## config.mk

```make
export PLATFORM = sky130hd
export DESIGN_NAME = dmaef_top
export DESIGN_NICKNAME = d
export VERILOG_FILES = /design/src/design/dmaef_pkg.sv /design/src/design/dmaef_top.sv /design/src/design/dmaef_channel.sv
export VERILOG_INCLUDE_DIRS = /design/src /design/src/design
export SDC_FILE = /design/constraint.sdc
export NUM_CORES = 1
export LEC_CHECK = 0
export ABC_AREA = 1
export BUFFER_PORTS_ARGS = -buffer_cell sky130_fd_sc_hd__buf_4
export CAP_MARGIN = 20
export CORE_MARGIN = 2
export CORE_UTILIZATION = 55
export DETAILED_ROUTE_END_ITERATION = 10
export GPL_ROUTABILITY_DRIVEN = 0
export PLACE_DENSITY = 0.85
export SKIP_CTS_REPAIR_TIMING = 1
export SYNTH_ARGS = -nofsm -noshare
export SYNTH_HDL_FRONTEND = slang
export SYNTH_HIERARCHICAL = 1
export SYNTH_SLANG_ARGS = --single-unit
```

## constraint.sdc

```tcl
create_clock -name mclk -period 3 [get_ports mclk]
set_input_delay 0.3 -clock mclk [delete_from_list [all_inputs] [get_ports mclk]]
set_output_delay 0.3 -clock mclk [all_outputs]
set_load 0.005 [all_outputs]
```

## src/design/dmaef_regs.svh

```systemverilog
// Register map, field layout and reset values of the DMA event-flag block.
// Assumes a 32-bit APB with word-aligned registers.
// Notes on behaviour
// - Any event sets the channel's global flag
// - Transfer done sets done flag, held
// - Halfway point sets halfway flag, held
// - Bus fault sets fault flag, held
// - Flags read-only; write-one clear register only
// - Channel n flags at bits 4n..4n+3
// - All flags reset to zero
// - Fault clears channel enable; gated interrupt
// - Global clear bit clears all four
`ifndef DMAEF_REGS_SVH
`define DMAEF_REGS_SVH
`define DMAEF_ADDR_STATUS   8'h00
`define DMAEF_ADDR_CLEAR    8'h04
`define DMAEF_ADDR_ENABLE   8'h08
`define DMAEF_ADDR_FLTIE    8'h0C
`define DMAEF_ADDR_W        8
`define DMAEF_NCH           8
`define DMAEF_BIT_ANY       0
`define DMAEF_BIT_DONE      1
`define DMAEF_BIT_HALF      2
`define DMAEF_BIT_FAULT     3
`define DMAEF_FLAGS_RST     4'h0
`define DMAEF_WORD_RST      32'h0000_0000
`define DMAEF_BYTE_RST      8'h00
`define DMAEF_FLAGS_W       4
`define DMAEF_PAD_RST       24'h000000
`endif

```

## src/design/dmaef_pkg.sv

```systemverilog
// Types shared by the DMA event-flag block.
// Assumes dmaef_regs.svh is on the include path.
`include "dmaef_regs.svh"
package dmaef_pkg;
	typedef logic [3:0]  dmaef_flags_t;
	typedef logic [31:0] dmaef_word_t;
	typedef enum logic {DMAEF_IDLE, DMAEF_ACCESS} dmaef_apb_e;
endpackage

```

## src/design/dmaef_top.sv

```systemverilog
// DMA event-flag block: status word, write-one clear, channel enables.
// Assumes an APB master on mclk and event pulses from the channel engines on mclk.
//
// Added by the designer: register access over APB.
`timescale 1ns/100ps
`include "dmaef_regs.svh"
module dmaef_top
	import dmaef_pkg::*;
(
	input  wire logic                 mclk,
	input  wire logic                 nrst,
	input  wire logic                 psel,
	input  wire logic                 penable,
	input  wire logic                 pwrite,
	input  wire logic [31:0]          paddr,
	input  wire logic [31:0]          pwdata,
	output logic      [31:0]          prdata,
	output logic                      pready,
	output logic                      pslverr,
	input  wire logic [`DMAEF_NCH-1:0] transfer_done_event,
	input  wire logic [`DMAEF_NCH-1:0] halfway_event,
	input  wire logic [`DMAEF_NCH-1:0] transfer_fault_event,
	output logic      [`DMAEF_NCH-1:0] channel_enable,
	output logic      [`DMAEF_NCH-1:0] fault_irq
);
	////////////////////////////////////////////////////////////////////////////
	typedef struct packed {
		dmaef_apb_e                ph;
		logic [31:0]               rdata;
		logic                      ready;
		logic                      err;
		logic [`DMAEF_NCH-1:0]     fault_ie;
		logic [`DMAEF_NCH-1:0]     irq;
	} dmaef_top_s;
	dmaef_top_s st, next_st;

	dmaef_word_t             dma_event_status;
	dmaef_word_t             dma_flag_clear;
	logic [`DMAEF_NCH-1:0]   en_now;
	logic                    wr_acc, rd_acc, map_ok;
	logic [`DMAEF_ADDR_W-1:0] addr;

	assign addr   = paddr[`DMAEF_ADDR_W-1:0];
	assign map_ok = (paddr[31:`DMAEF_ADDR_W] == `DMAEF_PAD_RST) &&
		(addr == `DMAEF_ADDR_STATUS || addr == `DMAEF_ADDR_CLEAR ||
		 addr == `DMAEF_ADDR_ENABLE || addr == `DMAEF_ADDR_FLTIE);
	assign wr_acc = psel && penable && pwrite && st.ph == DMAEF_ACCESS && map_ok;
	assign rd_acc = psel && !penable && !pwrite;

	assign dma_flag_clear = (wr_acc && addr == `DMAEF_ADDR_CLEAR) ? pwdata
		: `DMAEF_WORD_RST;

	////////////////////////////////////////////////////////////////////////////
	// channel n at bits 4n..4n+3
	genvar gi;
	generate
		for (gi = 0; gi < `DMAEF_NCH; gi++) begin : g_ch
			dmaef_channel u_ch (
				.mclk      (mclk),
				.nrst      (nrst),
				.done_evt  (transfer_done_event[gi]),
				.half_evt  (halfway_event[gi]),
				.fault_evt (transfer_fault_event[gi]),
				.clr       (dma_flag_clear[`DMAEF_FLAGS_W*gi +: `DMAEF_FLAGS_W]),
				.en_wr     (wr_acc && addr == `DMAEF_ADDR_ENABLE),
				.en_wdata  (pwdata[gi]),
				.flags     (dma_event_status[`DMAEF_FLAGS_W*gi +: `DMAEF_FLAGS_W]),
				.chan_en   (en_now[gi])
			);
		end
	endgenerate

	////////////////////////////////////////////////////////////////////////////
	always_comb begin
		next_st       = st;
		next_st.ready = 1'b0;
		next_st.err   = 1'b0;
		case (st.ph)
			DMAEF_IDLE: begin
				if (psel && !penable) begin
					next_st.ph    = DMAEF_ACCESS;
					next_st.ready = 1'b1;
					next_st.err   = !map_ok;
					next_st.rdata = `DMAEF_WORD_RST;
					if (rd_acc && map_ok) begin
						case (addr)
							`DMAEF_ADDR_STATUS: next_st.rdata = dma_event_status;
							`DMAEF_ADDR_ENABLE: next_st.rdata = {`DMAEF_PAD_RST, en_now};
							`DMAEF_ADDR_FLTIE:  next_st.rdata = {`DMAEF_PAD_RST, st.fault_ie};
							default:            next_st.rdata = `DMAEF_WORD_RST;
						endcase
					end
				end
			end
			DMAEF_ACCESS: begin
				next_st.ph = DMAEF_IDLE;
				if (wr_acc && addr == `DMAEF_ADDR_FLTIE)
					next_st.fault_ie = pwdata[`DMAEF_NCH-1:0];
			end
			default: next_st.ph = DMAEF_IDLE;
		endcase
		next_st.irq = transfer_fault_event & st.fault_ie;
	end

	always_ff @(posedge mclk or negedge nrst) begin
		if (!nrst) begin
			st.ph       <= DMAEF_IDLE;
			st.rdata    <= `DMAEF_WORD_RST;
			st.ready    <= 1'b0;
			st.err      <= 1'b0;
			st.fault_ie <= `DMAEF_BYTE_RST;
			st.irq      <= `DMAEF_BYTE_RST;
		end else begin
			st <= next_st;
		end
	end

	assign prdata         = st.rdata;
	assign pready         = st.ready;
	assign pslverr        = st.err;
	assign channel_enable = en_now;
	assign fault_irq      = st.irq;

	////////////////////////////////////////////////////////////////////////////
	// Helpers for the bus-side checks
	logic                    no_evt;
	logic [`DMAEF_NCH-1:0]   irq_due;
	logic [`DMAEF_NCH-1:0]   en_wbyte;
	assign no_evt   = (transfer_done_event | halfway_event | transfer_fault_event)
		== `DMAEF_BYTE_RST;
	assign irq_due  = transfer_fault_event & st.fault_ie;
	assign en_wbyte = pwdata[`DMAEF_NCH-1:0];
endmodule // dmaef_top

```

## src/design/dmaef_channel.sv

```systemverilog
// Four event flags of one channel plus its enable bit.
// Assumes set pulses and clear strobes are on mclk.
`timescale 1ns/100ps
module dmaef_channel
	import dmaef_pkg::*;
(
	input  wire logic         mclk,
	input  wire logic         nrst,
	input  wire logic         done_evt,
	input  wire logic         half_evt,
	input  wire logic         fault_evt,
	input  wire dmaef_flags_t clr,
	input  wire logic         en_wr,
	input  wire logic         en_wdata,
	output dmaef_flags_t      flags,
	output logic              chan_en
);
	typedef struct packed {
		dmaef_flags_t f;
		logic         en;
	} dmaef_ch_s;
	dmaef_ch_s st, next_st;
	logic any_evt, clr_all;

	always_comb begin
		next_st = st;
		any_evt = done_evt | half_evt | fault_evt;
		clr_all = clr[`DMAEF_BIT_ANY];
		if (clr_all)
			next_st.f = `DMAEF_FLAGS_RST;
		else
			next_st.f = st.f & ~clr;
		if (any_evt)
			next_st.f[`DMAEF_BIT_ANY] = 1'b1;
		if (done_evt)
			next_st.f[`DMAEF_BIT_DONE] = 1'b1;
		if (half_evt)
			next_st.f[`DMAEF_BIT_HALF] = 1'b1;
		if (fault_evt)
			next_st.f[`DMAEF_BIT_FAULT] = 1'b1;
		if (en_wr)
			next_st.en = en_wdata;
		if (fault_evt)
			next_st.en = 1'b0;
	end

	always_ff @(posedge mclk or negedge nrst) begin
		if (!nrst) begin
			st.f  <= `DMAEF_FLAGS_RST;
			st.en <= 1'b0;
		end else begin
			st <= next_st;
		end
	end

	assign flags   = st.f;
	assign chan_en = st.en;
endmodule // dmaef_channel

```

After elaboration in Yosys (flattened, before gate mapping)
Index checks and enable logic that the tools add are counted.
{ "word_totals": {"ff_bits": 91, "inputBits": 93, "output_inout_bits": 50, "word_cells": 150} }
{ "op_classes": {"eq_ne": 3, "mux": 62, "bitwise": 34, "n_reduce_logical": 29} }
{ "op_table": {"columns": ["op", "count"], "rows": [
  ["case mux 32 bit (3 select lines)", 1],
  ["2-to-1 mux 32 bit", 2],
  ["2-to-1 mux 1 bit", 48],
  ["2-to-1 mux 35 bit", 1],
  ["AND 4 bit", 8],
  ["2-to-1 mux 4 bit", 8],
  ["inverter 4 bit", 8],
  ["logical NOT 24 bit", 1],
  ["equality test 8 x 4 -> 1 bit, second input constant", 2],
  ["bitwise OR 1 bit", 16],
  ["nonzero test 2 bit", 8],
  ["logical AND 1 bit", 11],
  ["AND 8 bit", 1],
  ["equality test 8 x 3 -> 1 bit, second input constant", 1],
  ["logical NOT 8 bit", 1],
  ["AND reduction 2 bit", 2],
  ["logical NOT 1 bit", 3],
  ["logical OR 1 bit", 3],
  ["2-to-1 mux 2 bit", 1],
  ["case mux 1 bit (2 select lines)", 1],
  ["inverter 1 bit", 1]
]} }

Longest topological paths before layout
{ "depth": {"ltp_word": 12, "depth_mapped": 11} }

Hierarchy
Netlist, hierarchy kept.
{ "modules_own_cells": {"columns": ["mod", "n_inst", "cells_each", "area_per_inst_um2"], "rows": [
  ["dmaef_top", 1, 406, 2946.6],
  ["dmaef_channel", 8, 25, 202.7]
]} }

Least setup slack after synthesis
Ideal clock, no wire load.
{ "synth_timing": {"path_type": "input to register", "start": "input port paddr[7]", "end": "register g_ch[0].u_ch.st, in the netlist g_ch[0].u_ch/chan_en", "setup_ns": 0.117, "t_arrival_ns": 1.863, "t_required_ns": 2.883, "slack_ns": 1.020, "stages": 11, "path_cell_list": "nor2_1 nand2_2 nor2_2 nand2_2 nor2_8 buf_2 nand2_1 nor2_1 nor2_1 nand2_1 nand2_1"} }
{ "synth_between": {"elab_chain_len": 8, "elab_cells_between_ends": 11} }
{ "synth_lines": {"columns": ["element", "line", "text"], "rows": [
  ["start: declaration", "dmaef_top.sv:15", "input wire logic [31:0] paddr,"],
  ["equality test 8 x 3 -> 1 bit (no source line) / logical NOT 8 bit (equally long branches)", null, null],
  ["logical OR 1 bit (no source line) (3 in a row)", null, null],
  ["logical AND 1 bit", "dmaef_top.sv:44", "assign map_ok = (paddr[31:`DMAEF_ADDR_W] == `DMAEF_PAD_RST) &&"],
  ["logical AND 1 bit", "dmaef_top.sv:47", "assign wr_acc = psel && penable && pwrite && st.ph == DMAEF_ACCESS && map_ok;"],
  ["logical AND 1 bit (no source line) (*)", null, null],
  ["nonzero test 2 bit (no source line) (*)", null, null],
  ["end signal: assignment", "dmaef_channel.sv:52", "st <= next_st;"],
  ["end: declaration", "dmaef_channel.sv:22", "dmaef_ch_s st, next_st;"]
]} }
Mark *: on every way between the ends. The rest lies on a longest branch, timed or not.
A chain may end at the register's enable or synchronous reset.

==> results.txt <==
Worst EP arrival: 2.19 ns
Vias per std cell: 5.13
Comb power frac: 0.093
Slew @ Worst Pin: 0.913 ns
Share of post-route cells with drive strength above 1: 0.242
Core area: 8130 um^2
CTS tree: built
HPWL after DPL: 8100 um
Power Internal: 0.00161 W
IO Port Bufs: 142
Synthesized area: 4570 um^2
Fin crit period: 1.95 ns
Most frequent cell after synthesis: nand2_1
Root Buffer: clkbuf_8
CP Capture Type: flip-flop
Syn Area/Cell: 7.54 um^2
Slew Viols, Final: 0
Main flop type after synthesis: dfrtp_1
Synth top area share: 0.493
# IOs: 143
Clk slew on worst S/H paths: 0.09 ns
Final Hold Viols: 0
All-layer global routing usage: 0.260
RR Startpoint: st[50]
CP Class: input port to flip-flop
Via Count: 4222
Startpoint Class: input port
Yosys cell types: 17
Wirelength per Cell: 13.9 um
Dpl cells: 805
Final nets: 806
Chip height: 95.1 um
Net Count, Synth: 699
Synth area leader: dfrtp_1
Final setup viols: 0
DRT Pass-1 Iters: 5
Cell area after layout: 5650 um^2
CP most frequent cell: nor2_1
H-tree level count: 3
# fillers: 662
Synth warn: 6
Post-synth ARST share: 1.00
Global-route wire length before repair: 18200 um
Switching portion of total power: 0.242
Buffers plus inverters on the worst setup path: 2
Rows: 33
Initial Utilization: 0.562
R2R cell count: 9
VDD IR-drop max: 194 uV
Highest clock rate: 514 MHz
Cells after synthesis: 606
Critical Path, Cell by Cell: buf_4, nor2_1, nand2_2, nor2_2, nand2_2, nor2_8, nand3_2, buf_4, nor2_1, nor2_1, nand2_1, nand2_1
Worst EP required: 3.24 ns
Hold path endpoint: g_ch[6].u_ch/flags[2]
Final ANT Viol Nets: 0
Finished Layout Cells: 823
Synth area leaders: dfrtp_1, nand2_1, nor2_1, inv_1, buf_4
Pwr Density: 377 nW/um^2
Final wirelength: 11400 um
DP Area: 5450 um^2
Hold WC Path Type: input port to flip-flop
NetSw: 0.000516 W
Commonest cells in the netlist: nand2_1, nor2_1, dfrtp_1, inv_1, nand3_1
FF-to-FF End: g_ch[7].u_ch/flags[3]
Sequential-to-total area share from yosys stat: 0.493
Die Width: 95.1 um
Fin Clk Skew: 0.0120 ns
Worst hold margin: 0.142 ns
Leak pwr: 3.33 nW
R2r setup slk: 1.14 ns
Clock Path Buffers: 2
Flop pwr share: 0.570
Area growth from synthesis to layout: 23.7%
Max incr delay on CP: 0.29 ns
Initial antenna violation count: 0
Number of enable flip-flop cells after synthesis: 0
Slowest CP cell: nor2_8
Largest net degree at the start of global routing: 91
HP Start: halfway_event[6]
Status: completed
CTS buffer count: 9
Clock latency on the worst-skew pair: 0.35 ns
Inserted Diodes: 0
Max-cap violations: 0
Max FO, Critical Path: 28
Overall power: 0.00213 W
Unrepaired setup endpoints after global routing: false
CP top delay family: simple AND/OR/NAND/NOR gates
Clock sink count: 90
First DRT Iteration DRCs: 278
#FFs+latches synth: 90
Remaining Overflow, GRT: 0
Number of global-route vias before repair: 4058
Period Utilization, post-route: 0.649
Die area: 9050 um^2
Clock share of power: 0.337
Slew Limit Headroom: 0.388
Post-route setup TNS: 0 ns
# DRC: 0
Hold depth: 3
==> per-layer routing <==
metal | up-vias | share of wire | track usage
met1 | 1940 | 0.41 | 0.342
met2 | 214 | 0.48 | 0.422
li1 | 2027 | - | -
met3 | 41 | 0.084 | 0.0435
met5 | - | 0 | 0
met4 | 0 | 0.032 | 0.123
==> per-stage QoR <==
stage                     worst slack, ns   util
after floorplan                      1.02      -
after global placement              0.855  0.670
after detailed placement            0.758  0.670
after CTS                            1.12  0.690
after global routing                0.906  0.695
final                                1.05  0.695
==> cell type report <==
type	count	area, um^2	area share
flip-flops and latches	90	2250	0.398
multi-input cells	374	1620	0.287
repair buffers	151	1160	0.205
inverters	87	327	0.0578
clock buffers	12	135	0.0239
well taps	105	131	0.0232
clock inverters	4	26.3	0.00465
==> cell usage in the layout (no fill, tap or decap) <==
master / n
nand3_2: 2
dfrtp_1: 90
nor2_8: 1
nor2_1: 100
nand2_2: 3
nand2_1: 182
buf_16: 1
inv_2: 1
clkbuf_8: 9
nand3_1: 41
dlygate4sd3_1: 1
nand4_1: 32
clkinv_2: 2
buf_4: 149
clkbuf_1: 3
clkinvlp_4: 1
nor3_1: 1
nor3_2: 3
o21bai_1: 8
nor2_2: 1
inv_1: 86
inv_6: 1
==> kinds of logic after synthesis <==
family / Yosys count / synth area share
and+or+nand+nor: 366 / 0.341
buffers and inverters: 142 / 0.153
AOI/OAI and AO/OA: 8 / 0.0131
DFF: 90 / 0.493
==> worst max-delay path by stage <==
stage | startpoint | endpoint | depth (start not counted)
CTS | paddr[5] | g_ch[3].u_ch/chan_en | 13
global placement | paddr[5] | g_ch[7].u_ch/chan_en | 13
global route | paddr[7] | g_ch[7].u_ch/flags[3] | 12
floorplan | paddr[7] | g_ch[0].u_ch/chan_en | 11
finish | paddr[5] | g_ch[7].u_ch/flags[3] | 12
detailed placement | paddr[5] | g_ch[4].u_ch/chan_en | 13
==> registers in the layout, indices dropped and copies added (netlist names) <==
name	count
g_ch.u_ch/flags	32
prdata	32
st	9
fault_irq	8
g_ch.u_ch/chan_en	8
pslverr	1
==> worst register-to-register path, stage by stage, from the launching register on <==
cell     delay [ns]
dfrtp_1        0.35
inv_1          0.06
nor2_1         0.17
buf_4          0.23
nand3_2        0.14
buf_4          0.27
nor2_1         0.28
nor2_1         0.12
nand2_1        0.09
nand2_1        0.06
==> power by group through the flow <==
| stage | Combinational [W] | Sequential, W | Clock [W] |
|---|---|---|---|
| after detailed placement | 0.000193 | 0.00124 | 0 |
| after floorplan | 0.0000481 | 0.00124 | 0 |
| after CTS | 0.000194 | 0.00121 | 0.000728 |
| final | 0.000199 | 0.00121 | 0.000718 |
| after global routing | 0.000221 | 0.00121 | 0.000777 |
| after global placement | 0.000190 | 0.00124 | 0 |
Note: power is estimated with default switching activity, not from simulation.
